[config.mk]
export PLATFORM = sky130hd
export DESIGN_NAME = tbu_periodic_tick_unit
export DESIGN_NICKNAME = d
export VERILOG_FILES = /design/src/rtl/tbu_pkg.sv /design/src/rtl/tbu_div_if.sv /design/src/rtl/tbu_divider.sv /design/src/rtl/tbu_osc_sync.sv /design/src/rtl/tbu_periodic_tick_unit.sv
export VERILOG_INCLUDE_DIRS = /design/src /design/src/rtl
export SDC_FILE = /design/constraint.sdc
export NUM_CORES = 1
export LEC_CHECK = 0
export BUFFER_PORTS_ARGS = -buffer_cell sky130_fd_sc_hd__buf_2
export CORE_MARGIN = 3
export CORE_UTILIZATION = 39
export DETAILED_ROUTE_END_ITERATION = 12
export GPL_TIMING_DRIVEN = 0
export SKIP_LAST_GASP = 1
export SYNTH_ARGS = -nofsm -noshare
export SYNTH_HDL_FRONTEND = slang
export SYNTH_SLANG_ARGS = --single-unit
[constraint.sdc]
create_clock -name clk_i -period 2.9 [get_ports clk_i]
set_input_delay 0.435 -clock clk_i [delete_from_list [all_inputs] [get_ports clk_i]]
set_output_delay 0.435 -clock clk_i [all_outputs]
set_load 0.02 [all_outputs]
[src/rtl/tbu_cfg.svh]
`ifndef TBU_CFG_SVH
`define TBU_CFG_SVH

// register byte addresses
`define TBU_ADDR_CTRL    4'h0
`define TBU_ADDR_STATUS  4'h1
`define TBU_ADDR_CLEAR   4'h2
`define TBU_ADDR_IRQ_EN  4'h3

// control register fields
`define TBU_CTRL_FLAG    7
`define TBU_CTRL_RATE_HI 6
`define TBU_CTRL_RATE_LO 4
`define TBU_CTRL_ACK     3
`define TBU_CTRL_IE      2
`define TBU_CTRL_ON      1

// status, clear and irq enable fields
`define TBU_EV_TICK      0
`define TBU_EV_MISSED    1

// reset value of every control and status bit
`define TBU_RESET_BIT    1'b0

// divider chain and its taps, one per rate code
`define TBU_DIV_STAGES   18
`define TBU_TAP_R0       17
`define TBU_TAP_R1       16
`define TBU_TAP_R2       15
`define TBU_TAP_R3       14
`define TBU_TAP_R4       5
`define TBU_TAP_R5       4
`define TBU_TAP_R6       3
`define TBU_TAP_R7       2

// nominal reference rate in hertz
`define TBU_OSC_REF_HZ   32768

// oscillator source codes
`define TBU_OSC_INTERNAL 2'h0
`define TBU_OSC_RC       2'h1
`define TBU_OSC_CRYSTAL  2'h2

// pin sampling depth
`define TBU_SYNC_STAGES  3

`endif

[src/rtl/tbu_pkg.sv]
package tbu_pkg;
	`include "tbu_cfg.svh"

	typedef logic [7:0] tbu_byte_t;
	typedef logic [3:0] tbu_addr_t;
	typedef logic [2:0] tbu_rate_t;
	typedef logic [1:0] tbu_osc_sel_t;

	// divider bit whose rising edge marks one period of the chosen rate
	function automatic int unsigned tbu_tap_index(input tbu_rate_t rate);
		unique case (rate)
			3'h0: tbu_tap_index = `TBU_TAP_R0;
			3'h1: tbu_tap_index = `TBU_TAP_R1;
			3'h2: tbu_tap_index = `TBU_TAP_R2;
			3'h3: tbu_tap_index = `TBU_TAP_R3;
			3'h4: tbu_tap_index = `TBU_TAP_R4;
			3'h5: tbu_tap_index = `TBU_TAP_R5;
			3'h6: tbu_tap_index = `TBU_TAP_R6;
			3'h7: tbu_tap_index = `TBU_TAP_R7;
		endcase
	endfunction : tbu_tap_index
endpackage : tbu_pkg

[src/rtl/tbu_div_if.sv]
`timescale 1ns/1ps
interface tbu_div_if;
	import tbu_pkg::*;

	logic      osc_tick;  // one pulse per rising reference edge
	logic      hold_zero; // divider forced to zero
	logic      freeze;    // divider stands still
	tbu_rate_t rate;      // chosen tap
	logic      rollover;  // one pulse per period

	modport sync_mp (output osc_tick);
	modport div_mp  (input osc_tick, hold_zero, freeze, rate, output rollover);
	modport core_mp (input rollover, output hold_zero, freeze, rate);
endinterface : tbu_div_if

[src/rtl/tbu_divider.sv]
`timescale 1ns/1ps
`include "tbu_cfg.svh"
module tbu_divider #(
	parameter int unsigned STAGES = `TBU_DIV_STAGES
) (
	input  wire logic  clk_i,
	input  wire logic  reset_n_i,
	tbu_div_if.div_mp  div_if
);
	import tbu_pkg::*;

	logic [STAGES-1:0] count_q;
	logic              tap_prev_q;
	logic              tap_w;

	// rising edge of the tap: first after half a period, then every period
	assign tap_w = count_q[tbu_tap_index(div_if.rate)];
	assign div_if.rollover = tap_w & ~tap_prev_q;

	// counter held at zero while off, counts reference edges while on and not frozen
	always_ff @(posedge clk_i) begin
		if (!reset_n_i || div_if.hold_zero) begin
			count_q    <= '0;
			tap_prev_q <= `TBU_RESET_BIT;
		end else begin
			if (div_if.osc_tick && !div_if.freeze) begin
				count_q <= STAGES'(count_q + 1'b1);
			end
			tap_prev_q <= tap_w;
		end
	end
endmodule : tbu_divider

[src/rtl/tbu_osc_sync.sv]
`timescale 1ns/1ps
`include "tbu_cfg.svh"
module tbu_osc_sync (
	input  wire logic   clk_i,
	input  wire logic   reset_n_i,
	input  wire logic   osc_ref_clock_i,
	tbu_div_if.sync_mp  div_if
);
	import tbu_pkg::*;

	logic [`TBU_SYNC_STAGES-1:0] sync_q;
	logic                        level_q;
	logic                        agree_w;

	// last two stages must agree before a level counts
	assign agree_w = sync_q[2] == sync_q[1];
	assign div_if.osc_tick = agree_w & sync_q[2] & ~level_q;

	// sampling chain and accepted level
	always_ff @(posedge clk_i) begin
		if (!reset_n_i) begin
			sync_q  <= '0;
			level_q <= `TBU_RESET_BIT;
		end else begin
			sync_q <= {sync_q[1:0], osc_ref_clock_i};
			if (agree_w) begin
				level_q <= sync_q[2];
			end
		end
	end
endmodule : tbu_osc_sync

[src/rtl/tbu_periodic_tick_unit.sv]
`timescale 1ns/1ps
`include "tbu_cfg.svh"

module tbu_periodic_tick_unit (
	input  wire logic                clk_i,
	input  wire logic                reset_n_i,
	input  wire tbu_pkg::tbu_addr_t  addr_i,
	input  wire tbu_pkg::tbu_byte_t  wdata_i,
	input  wire logic                wr_i,
	input  wire logic                rd_i,
	output tbu_pkg::tbu_byte_t       rdata_o,
	input  wire logic                osc_ref_clock_i,
	input  wire tbu_pkg::tbu_osc_sel_t osc_sel_i,
	input  wire logic                stop_internal_osc_keep_i,
	input  wire logic                stop_rc_osc_keep_i,
	input  wire logic                stop_crystal_osc_keep_i,
	input  wire logic                wait_mode_i,
	input  wire logic                stop_mode_i,
	output logic                     irq_o
);
	import tbu_pkg::*;

	// control state
	logic      block_en_q;
	logic      block_en_d;
	logic      irq_en_q;
	logic      irq_en_d;
	logic      missed_en_q;
	logic      missed_en_d;
	tbu_rate_t rate_q;
	tbu_rate_t rate_d;

	// sticky event state
	logic      pending_q;
	logic      pending_d;
	logic      missed_q;
	logic      missed_d;

	// registered outputs
	tbu_byte_t rdata_q;
	tbu_byte_t rdata_d;
	logic      irq_q;
	logic      irq_d;

	// bus decode
	logic      bus_open_w;
	logic      wr_ok_w;
	logic      rd_ok_w;
	logic      wr_ctrl_w;
	logic      wr_clear_w;
	logic      wr_irq_en_w;
	logic      hit_ctrl_w;
	logic      hit_status_w;
	logic      hit_clear_w;
	logic      hit_irq_en_w;

	// event terms
	logic      rollover_w;
	logic      ack_tick_w;
	logic      ack_missed_w;
	logic      missed_ev_w;

	// low power terms
	logic      osc_kept_w;
	logic      freeze_w;

	// read images
	tbu_byte_t ctrl_img_w;
	tbu_byte_t status_img_w;
	tbu_byte_t irq_en_img_w;
	tbu_byte_t read_mux_w;

	// link between the core and its two helpers
	tbu_div_if div_if ();

	// reference pin sampling
	tbu_osc_sync u_sync (
		.clk_i           (clk_i),
		.reset_n_i       (reset_n_i),
		.osc_ref_clock_i (osc_ref_clock_i),
		.div_if          (div_if.sync_mp)
	);

	// divider chain and tap edge
	tbu_divider #(
		.STAGES (`TBU_DIV_STAGES)
	) u_div (
		.clk_i     (clk_i),
		.reset_n_i (reset_n_i),
		.div_if    (div_if.div_mp)
	);

	// whether the selected oscillator runs on through stop
	assign osc_kept_w =
		((osc_sel_i == `TBU_OSC_INTERNAL) & stop_internal_osc_keep_i) |
		((osc_sel_i == `TBU_OSC_RC)       & stop_rc_osc_keep_i) |
		((osc_sel_i == `TBU_OSC_CRYSTAL)  & stop_crystal_osc_keep_i);

	// divider stands still in stop unless its oscillator is kept
	assign freeze_w = stop_mode_i & ~osc_kept_w;

	// drive the divider from the control state and the low power terms
	assign div_if.hold_zero = ~block_en_q;
	assign div_if.freeze    = freeze_w;
	assign div_if.rate      = rate_q;
	assign rollover_w       = div_if.rollover;

	// register file shut off in wait and stop
	assign bus_open_w = ~wait_mode_i & ~stop_mode_i;
	assign wr_ok_w    = wr_i & bus_open_w;
	assign rd_ok_w    = rd_i & bus_open_w;

	// address decode
	assign hit_ctrl_w   = addr_i == `TBU_ADDR_CTRL;
	assign hit_status_w = addr_i == `TBU_ADDR_STATUS;
	assign hit_clear_w  = addr_i == `TBU_ADDR_CLEAR;
	assign hit_irq_en_w = addr_i == `TBU_ADDR_IRQ_EN;

	// write strobes per register
	assign wr_ctrl_w   = wr_ok_w & hit_ctrl_w;
	assign wr_clear_w  = wr_ok_w & hit_clear_w;
	assign wr_irq_en_w = wr_ok_w & hit_irq_en_w;

	// acknowledge: only a written 1 clears
	assign ack_tick_w =
		(wr_ctrl_w & wdata_i[`TBU_CTRL_ACK]) |
		(wr_clear_w & wdata_i[`TBU_EV_TICK]);
	assign ack_missed_w = wr_clear_w & wdata_i[`TBU_EV_MISSED];

	// a period ended while the previous one was still unacknowledged
	assign missed_ev_w = rollover_w & pending_q & ~ack_tick_w;

	// next control state
	always_comb begin
		block_en_d  = block_en_q;
		irq_en_d    = irq_en_q;
		missed_en_d = missed_en_q;
		rate_d      = rate_q;
		if (wr_ctrl_w) begin
			block_en_d = wdata_i[`TBU_CTRL_ON];
			irq_en_d   = wdata_i[`TBU_CTRL_IE];
			rate_d     = wdata_i[`TBU_CTRL_RATE_HI:`TBU_CTRL_RATE_LO];
		end
		if (wr_irq_en_w) begin
			irq_en_d    = wdata_i[`TBU_EV_TICK];
			missed_en_d = wdata_i[`TBU_EV_MISSED];
		end
	end

	// sticky flags: a rollover wins over a clear in the same cycle
	assign pending_d = rollover_w | (pending_q & ~ack_tick_w);
	assign missed_d  = missed_ev_w | (missed_q & ~ack_missed_w);

	// level request from the next flag and enable values
	assign irq_d =
		(pending_d & irq_en_d) | (missed_d & missed_en_d);

	// control register image; the acknowledge bit always reads zero
	always_comb begin
		ctrl_img_w = '0;
		ctrl_img_w[`TBU_CTRL_FLAG] = pending_q;
		ctrl_img_w[`TBU_CTRL_RATE_HI:`TBU_CTRL_RATE_LO] = rate_q;
		ctrl_img_w[`TBU_CTRL_ACK]  = `TBU_RESET_BIT;
		ctrl_img_w[`TBU_CTRL_IE]   = irq_en_q;
		ctrl_img_w[`TBU_CTRL_ON]   = block_en_q;
	end

	// status image of the sticky flags
	always_comb begin
		status_img_w = '0;
		status_img_w[`TBU_EV_TICK]   = pending_q;
		status_img_w[`TBU_EV_MISSED] = missed_q;
	end

	// enable image
	always_comb begin
		irq_en_img_w = '0;
		irq_en_img_w[`TBU_EV_TICK]   = irq_en_q;
		irq_en_img_w[`TBU_EV_MISSED] = missed_en_q;
	end

	// read select; clear register and unmapped addresses read zero
	assign read_mux_w =
		hit_ctrl_w   ? ctrl_img_w :
		hit_status_w ? status_img_w :
		hit_irq_en_w ? irq_en_img_w : '0;

	// read data stands for the one cycle after the strobe only
	assign rdata_d = rd_ok_w ? read_mux_w : '0;

	// control registers
	always_ff @(posedge clk_i) begin
		if (!reset_n_i) begin
			block_en_q  <= `TBU_RESET_BIT;
			irq_en_q    <= `TBU_RESET_BIT;
			missed_en_q <= `TBU_RESET_BIT;
			rate_q      <= '0;
		end else begin
			block_en_q  <= block_en_d;
			irq_en_q    <= irq_en_d;
			missed_en_q <= missed_en_d;
			rate_q      <= rate_d;
		end
	end

	// sticky flags
	always_ff @(posedge clk_i) begin
		if (!reset_n_i) begin
			pending_q <= `TBU_RESET_BIT;
			missed_q  <= `TBU_RESET_BIT;
		end else begin
			pending_q <= pending_d;
			missed_q  <= missed_d;
		end
	end

	// registered outputs
	always_ff @(posedge clk_i) begin
		if (!reset_n_i) begin
			rdata_q <= '0;
			irq_q   <= `TBU_RESET_BIT;
		end else begin
			rdata_q <= rdata_d;
			irq_q   <= irq_d;
		end
	end

	assign rdata_o = rdata_q;
	assign irq_o   = irq_q;
endmodule : tbu_periodic_tick_unit

==> flow_summary.json <==
{
  "dp_hpwl_mm": 3.124,
  "first_pass_iters": 4,
  "setup-tns-final_ns": 0,
  "hold_buffers": 0,
  "ys_ff_latch": 44,
  "min_period_ns": 1.957,
  "cp.required_ns": 3.08,
  "fillCellCount": 498,
  "worstMarginPinSlew_ns": 0.5733,
  "peakVddDrop_v": 0.0002892,
  "io_pins": 33,
  "syn-mean-instance-area_um2": 9.516,
  "synth_flop_cell": "dfxtp_1",
  "cts_num_sinks": 44,
  "area_delta_synth_final_pct": 15.02,
  "start_util_pct": 41.97,
  "critPathLaunchType": "flop",
  "finalCritPeriodShare_pct": 67.50,
  "synthAdderAreaFrac_pct": 1.206,
  "coreArea_um2": 4942,
  "setup_viol": 0,
  "cts-root-buf": "clkbuf_8",
  "ys_async_sr_fraction_pct": 0,
  "ant_nets": 0,
  "netlist_area_um2": 2074,
  "fp-row-count": 25,
  "clock_path_buffers": 2,
  "status": "completed",
  "grt_overflow_total": 0,
  "drt_iter0_drc": 92,
  "rsz0062_at_grt": "false",
  "final_nets": 279,
  "synth-edff-count": 0,
  "grt_pass1_wl_mm": 7.527,
  "cellPowerDensity_nw_per_um2": 436.1,
  "synth_warnings": 0,
  "die_area_um2": 6230,
  "p_leak_nw": 0.8935,
  "place_ws_ns": 0.7939,
  "antenna_found_initial": 0,
  "endpoint_kind": "flop",
  "grt_pass1_vias": 1624,
  "synth.distinct_cells": 46,
  "wl_per_cell_um": 13.56,
  "synthSimpleGateAreaFrac_pct": 23.10,
  "cp.arrival_ns": 2.14,
  "grt_max_degree": 15,
  "routed_via_density": 5.287,
  "cp_top_family": "simple AND/OR/NAND/NOR gates",
  "clkLatencyLatePin_ns": 0.30,
  "multi_input_area_um2": 1124,
  "finalHoldViolCount": 0,
  "antenna_cells": 0,
  "gp_congestion": 0.7652,
  "synth_top_family_by_area": "simple AND/OR/NAND/NOR gates",
  "worstPathMaxFanout": 10,
  "drive_above_1_share_pct": 20.47,
  "slew_viol_final": 0,
  "whs_ns": 0.3344,
  "setup_slack_ns": 0.9425,
  "cts_tree": "yes",
  "synth-compound-area-share_pct": 17.85,
  "synth_fp_nets": 244,
  "totalWireLength_mm": 4.353,
  "ctsHtreeMaxLevel": 2,
  "hold_class": "primary input to flop",
  "regArea_um2": 880.8,
  "max_cap_violations": 0,
  "cts_resized": 0,
  "worstSetupPathType": "flop to flop",
  "grt_usage_pct": 15.19,
  "cts_setup_buffers": 0,
  "synthXorXnorAreaFrac_pct": 2.111,
  "skew_ns": 0.005761,
  "detailroute.via_count": 1697,
  "relSlewSlack_pct": 61.46,
  "portBuffers": 28,
  "final_core_util_pct": 48.28,
  "synthMuxAreaShare_pct": 9.710,
  "clk_pin_slew_ns": 0.09,
  "die_w_um": 78.93,
  "max_stage_delay_ns": 0.34,
  "drc": 0,
  "die_y_um": 78.93,
  "path_buf_inv": 1,
  "p_total_mw": 1.041,
  "postSynthCellCount": 218,
  "path_cells": "ha_1 -> nor2b_1 -> nand4b_1 -> clkbuf_1 -> o311ai_1 -> o41ai_1",
  "cts_buffers": 5,
  "cp_slowest_cell": "dfxtp_1",
  "fmax_mhz": 510.9,
  "synth-seq-area-share_pct": 42.46
}
[routing by layer]
layer / GRT usage (%) / up-vias / wire length, µm
li1: - / 868 / -
met1: 20.57 / 791 / 2237
met2: 23.34 / 31 / 1873
met3: 4.875 / 7 / 186
met4: 4.124 / 0 / 55
met5: 0 / - / 0
[cells by family after synthesis]
logic type,Yosys count
AO/OA/AOI/OAI,46
XOR/XNOR,5
adder cells (fa/ha/maj),2
buffers and inverters,17
flip-flops,44
multiplexers,16
other,1
AND/OR/NAND/NOR,87
[stage by stage]
stage	cell area, µm²	std cells
6_report	2386	321
3_5_place_dp	2298	313
4_1_cts	2386	321
2_1_floorplan	2074	218
5_1_grt	2386	321
3_3_place_gp	2298	313
[layout make-up]
cell class | instances | share of cell area, %
clock inverter | 3 | 0.7866
clock buffer | 5 | 2.884
buffer | 10 | 1.835
sequential | 44 | 36.92
tap | 67 | 3.513
multi-input combinational | 157 | 47.09
timing repair buffer | 28 | 5.873
inverter | 7 | 1.101
[Yosys cell counts (2+ instances only)]
cell type	count	area (µm²)
dfxtp_1	44	880.8
nor2_1	18	67.56
nand2_1	12	45.04
a21oi_1	11	55.05
and2_1	11	68.82
mux2i_1	10	100.1
nand3_1	10	50.05
nand2b_1	9	56.30
clkbuf_1	7	26.28
inv_1	7	26.28
o311ai_1	7	61.31
o41ai_1	7	61.31
o21ai_1	6	30.03
or3_1	6	37.54
and3_1	5	31.28
xor2_1	4	35.03
mux4_2	3	67.56
nand4_1	3	18.77
nor3b_1	3	22.52
buf_2	2	10.01
ha_1	2	25.02
mux2_2	2	22.52
nor3_1	2	10.01
o211ai_1	2	15.01
o21ai_0	2	10.01
o31ai_1	2	15.01
o41ai_4	2	55.05
[power by group]
| part | switching (mW) | internal [mW] | total, mW | leakage (nW) |
|---|---|---|---|---|
| logic | 0.0269 | 0.0213 | 0.0481 | 0.491 |
| registers | 0.00133 | 0.606 | 0.608 | 0.355 |
| clock network | 0.217 | 0.168 | 0.385 | 0.0479 |
| total | 0.245 | 0.795 | 1.04 | 0.894 |
[cell usage in the layout (no fill, tap or decap), types with 3 or more instances in the layout]
| cell type | n |
|---|---|
| and2_1 | 11 |
| buf_2 | 30 |
| dfxtp_1 | 44 |
| nand3_1 | 10 |
| nor3b_1 | 3 |
| a21oi_1 | 11 |
| o21ai_1 | 6 |
| clkbuf_1 | 7 |
| nand4_1 | 3 |
| nor2_1 | 18 |
| mux2i_1 | 10 |
| or3_1 | 6 |
| clkbuf_8 | 5 |
| nand2b_1 | 9 |
| xor2_1 | 4 |
| and3_1 | 5 |
| o311ai_1 | 7 |
| mux4_2 | 3 |
| nand2_1 | 12 |
| o41ai_1 | 7 |
| inv_1 | 7 |
[worst paths after layout]
path / startpoint / endpoint / slack, ns / cells after the start
setup / recovery: u_sync.sync_q[2]$_SDFF_PN0_ / u_div.count_q[15]$_SDFFE_PP0P_ / 0.94 / 6
hold / removal: osc_ref_clock_i / u_sync.sync_q[0]$_SDFF_PN0_ / 0.33 / 2
setup reg to reg: u_sync.sync_q[2]$_SDFF_PN0_ / u_div.count_q[15]$_SDFFE_PP0P_ / 0.94 / 6
hold reg to reg: u_sync.sync_q[0]$_SDFF_PN0_ / u_sync.sync_q[1]$_SDFF_PN0_ / 0.44 / 1
No activity file was read; power rests on OpenSTA's default activity.
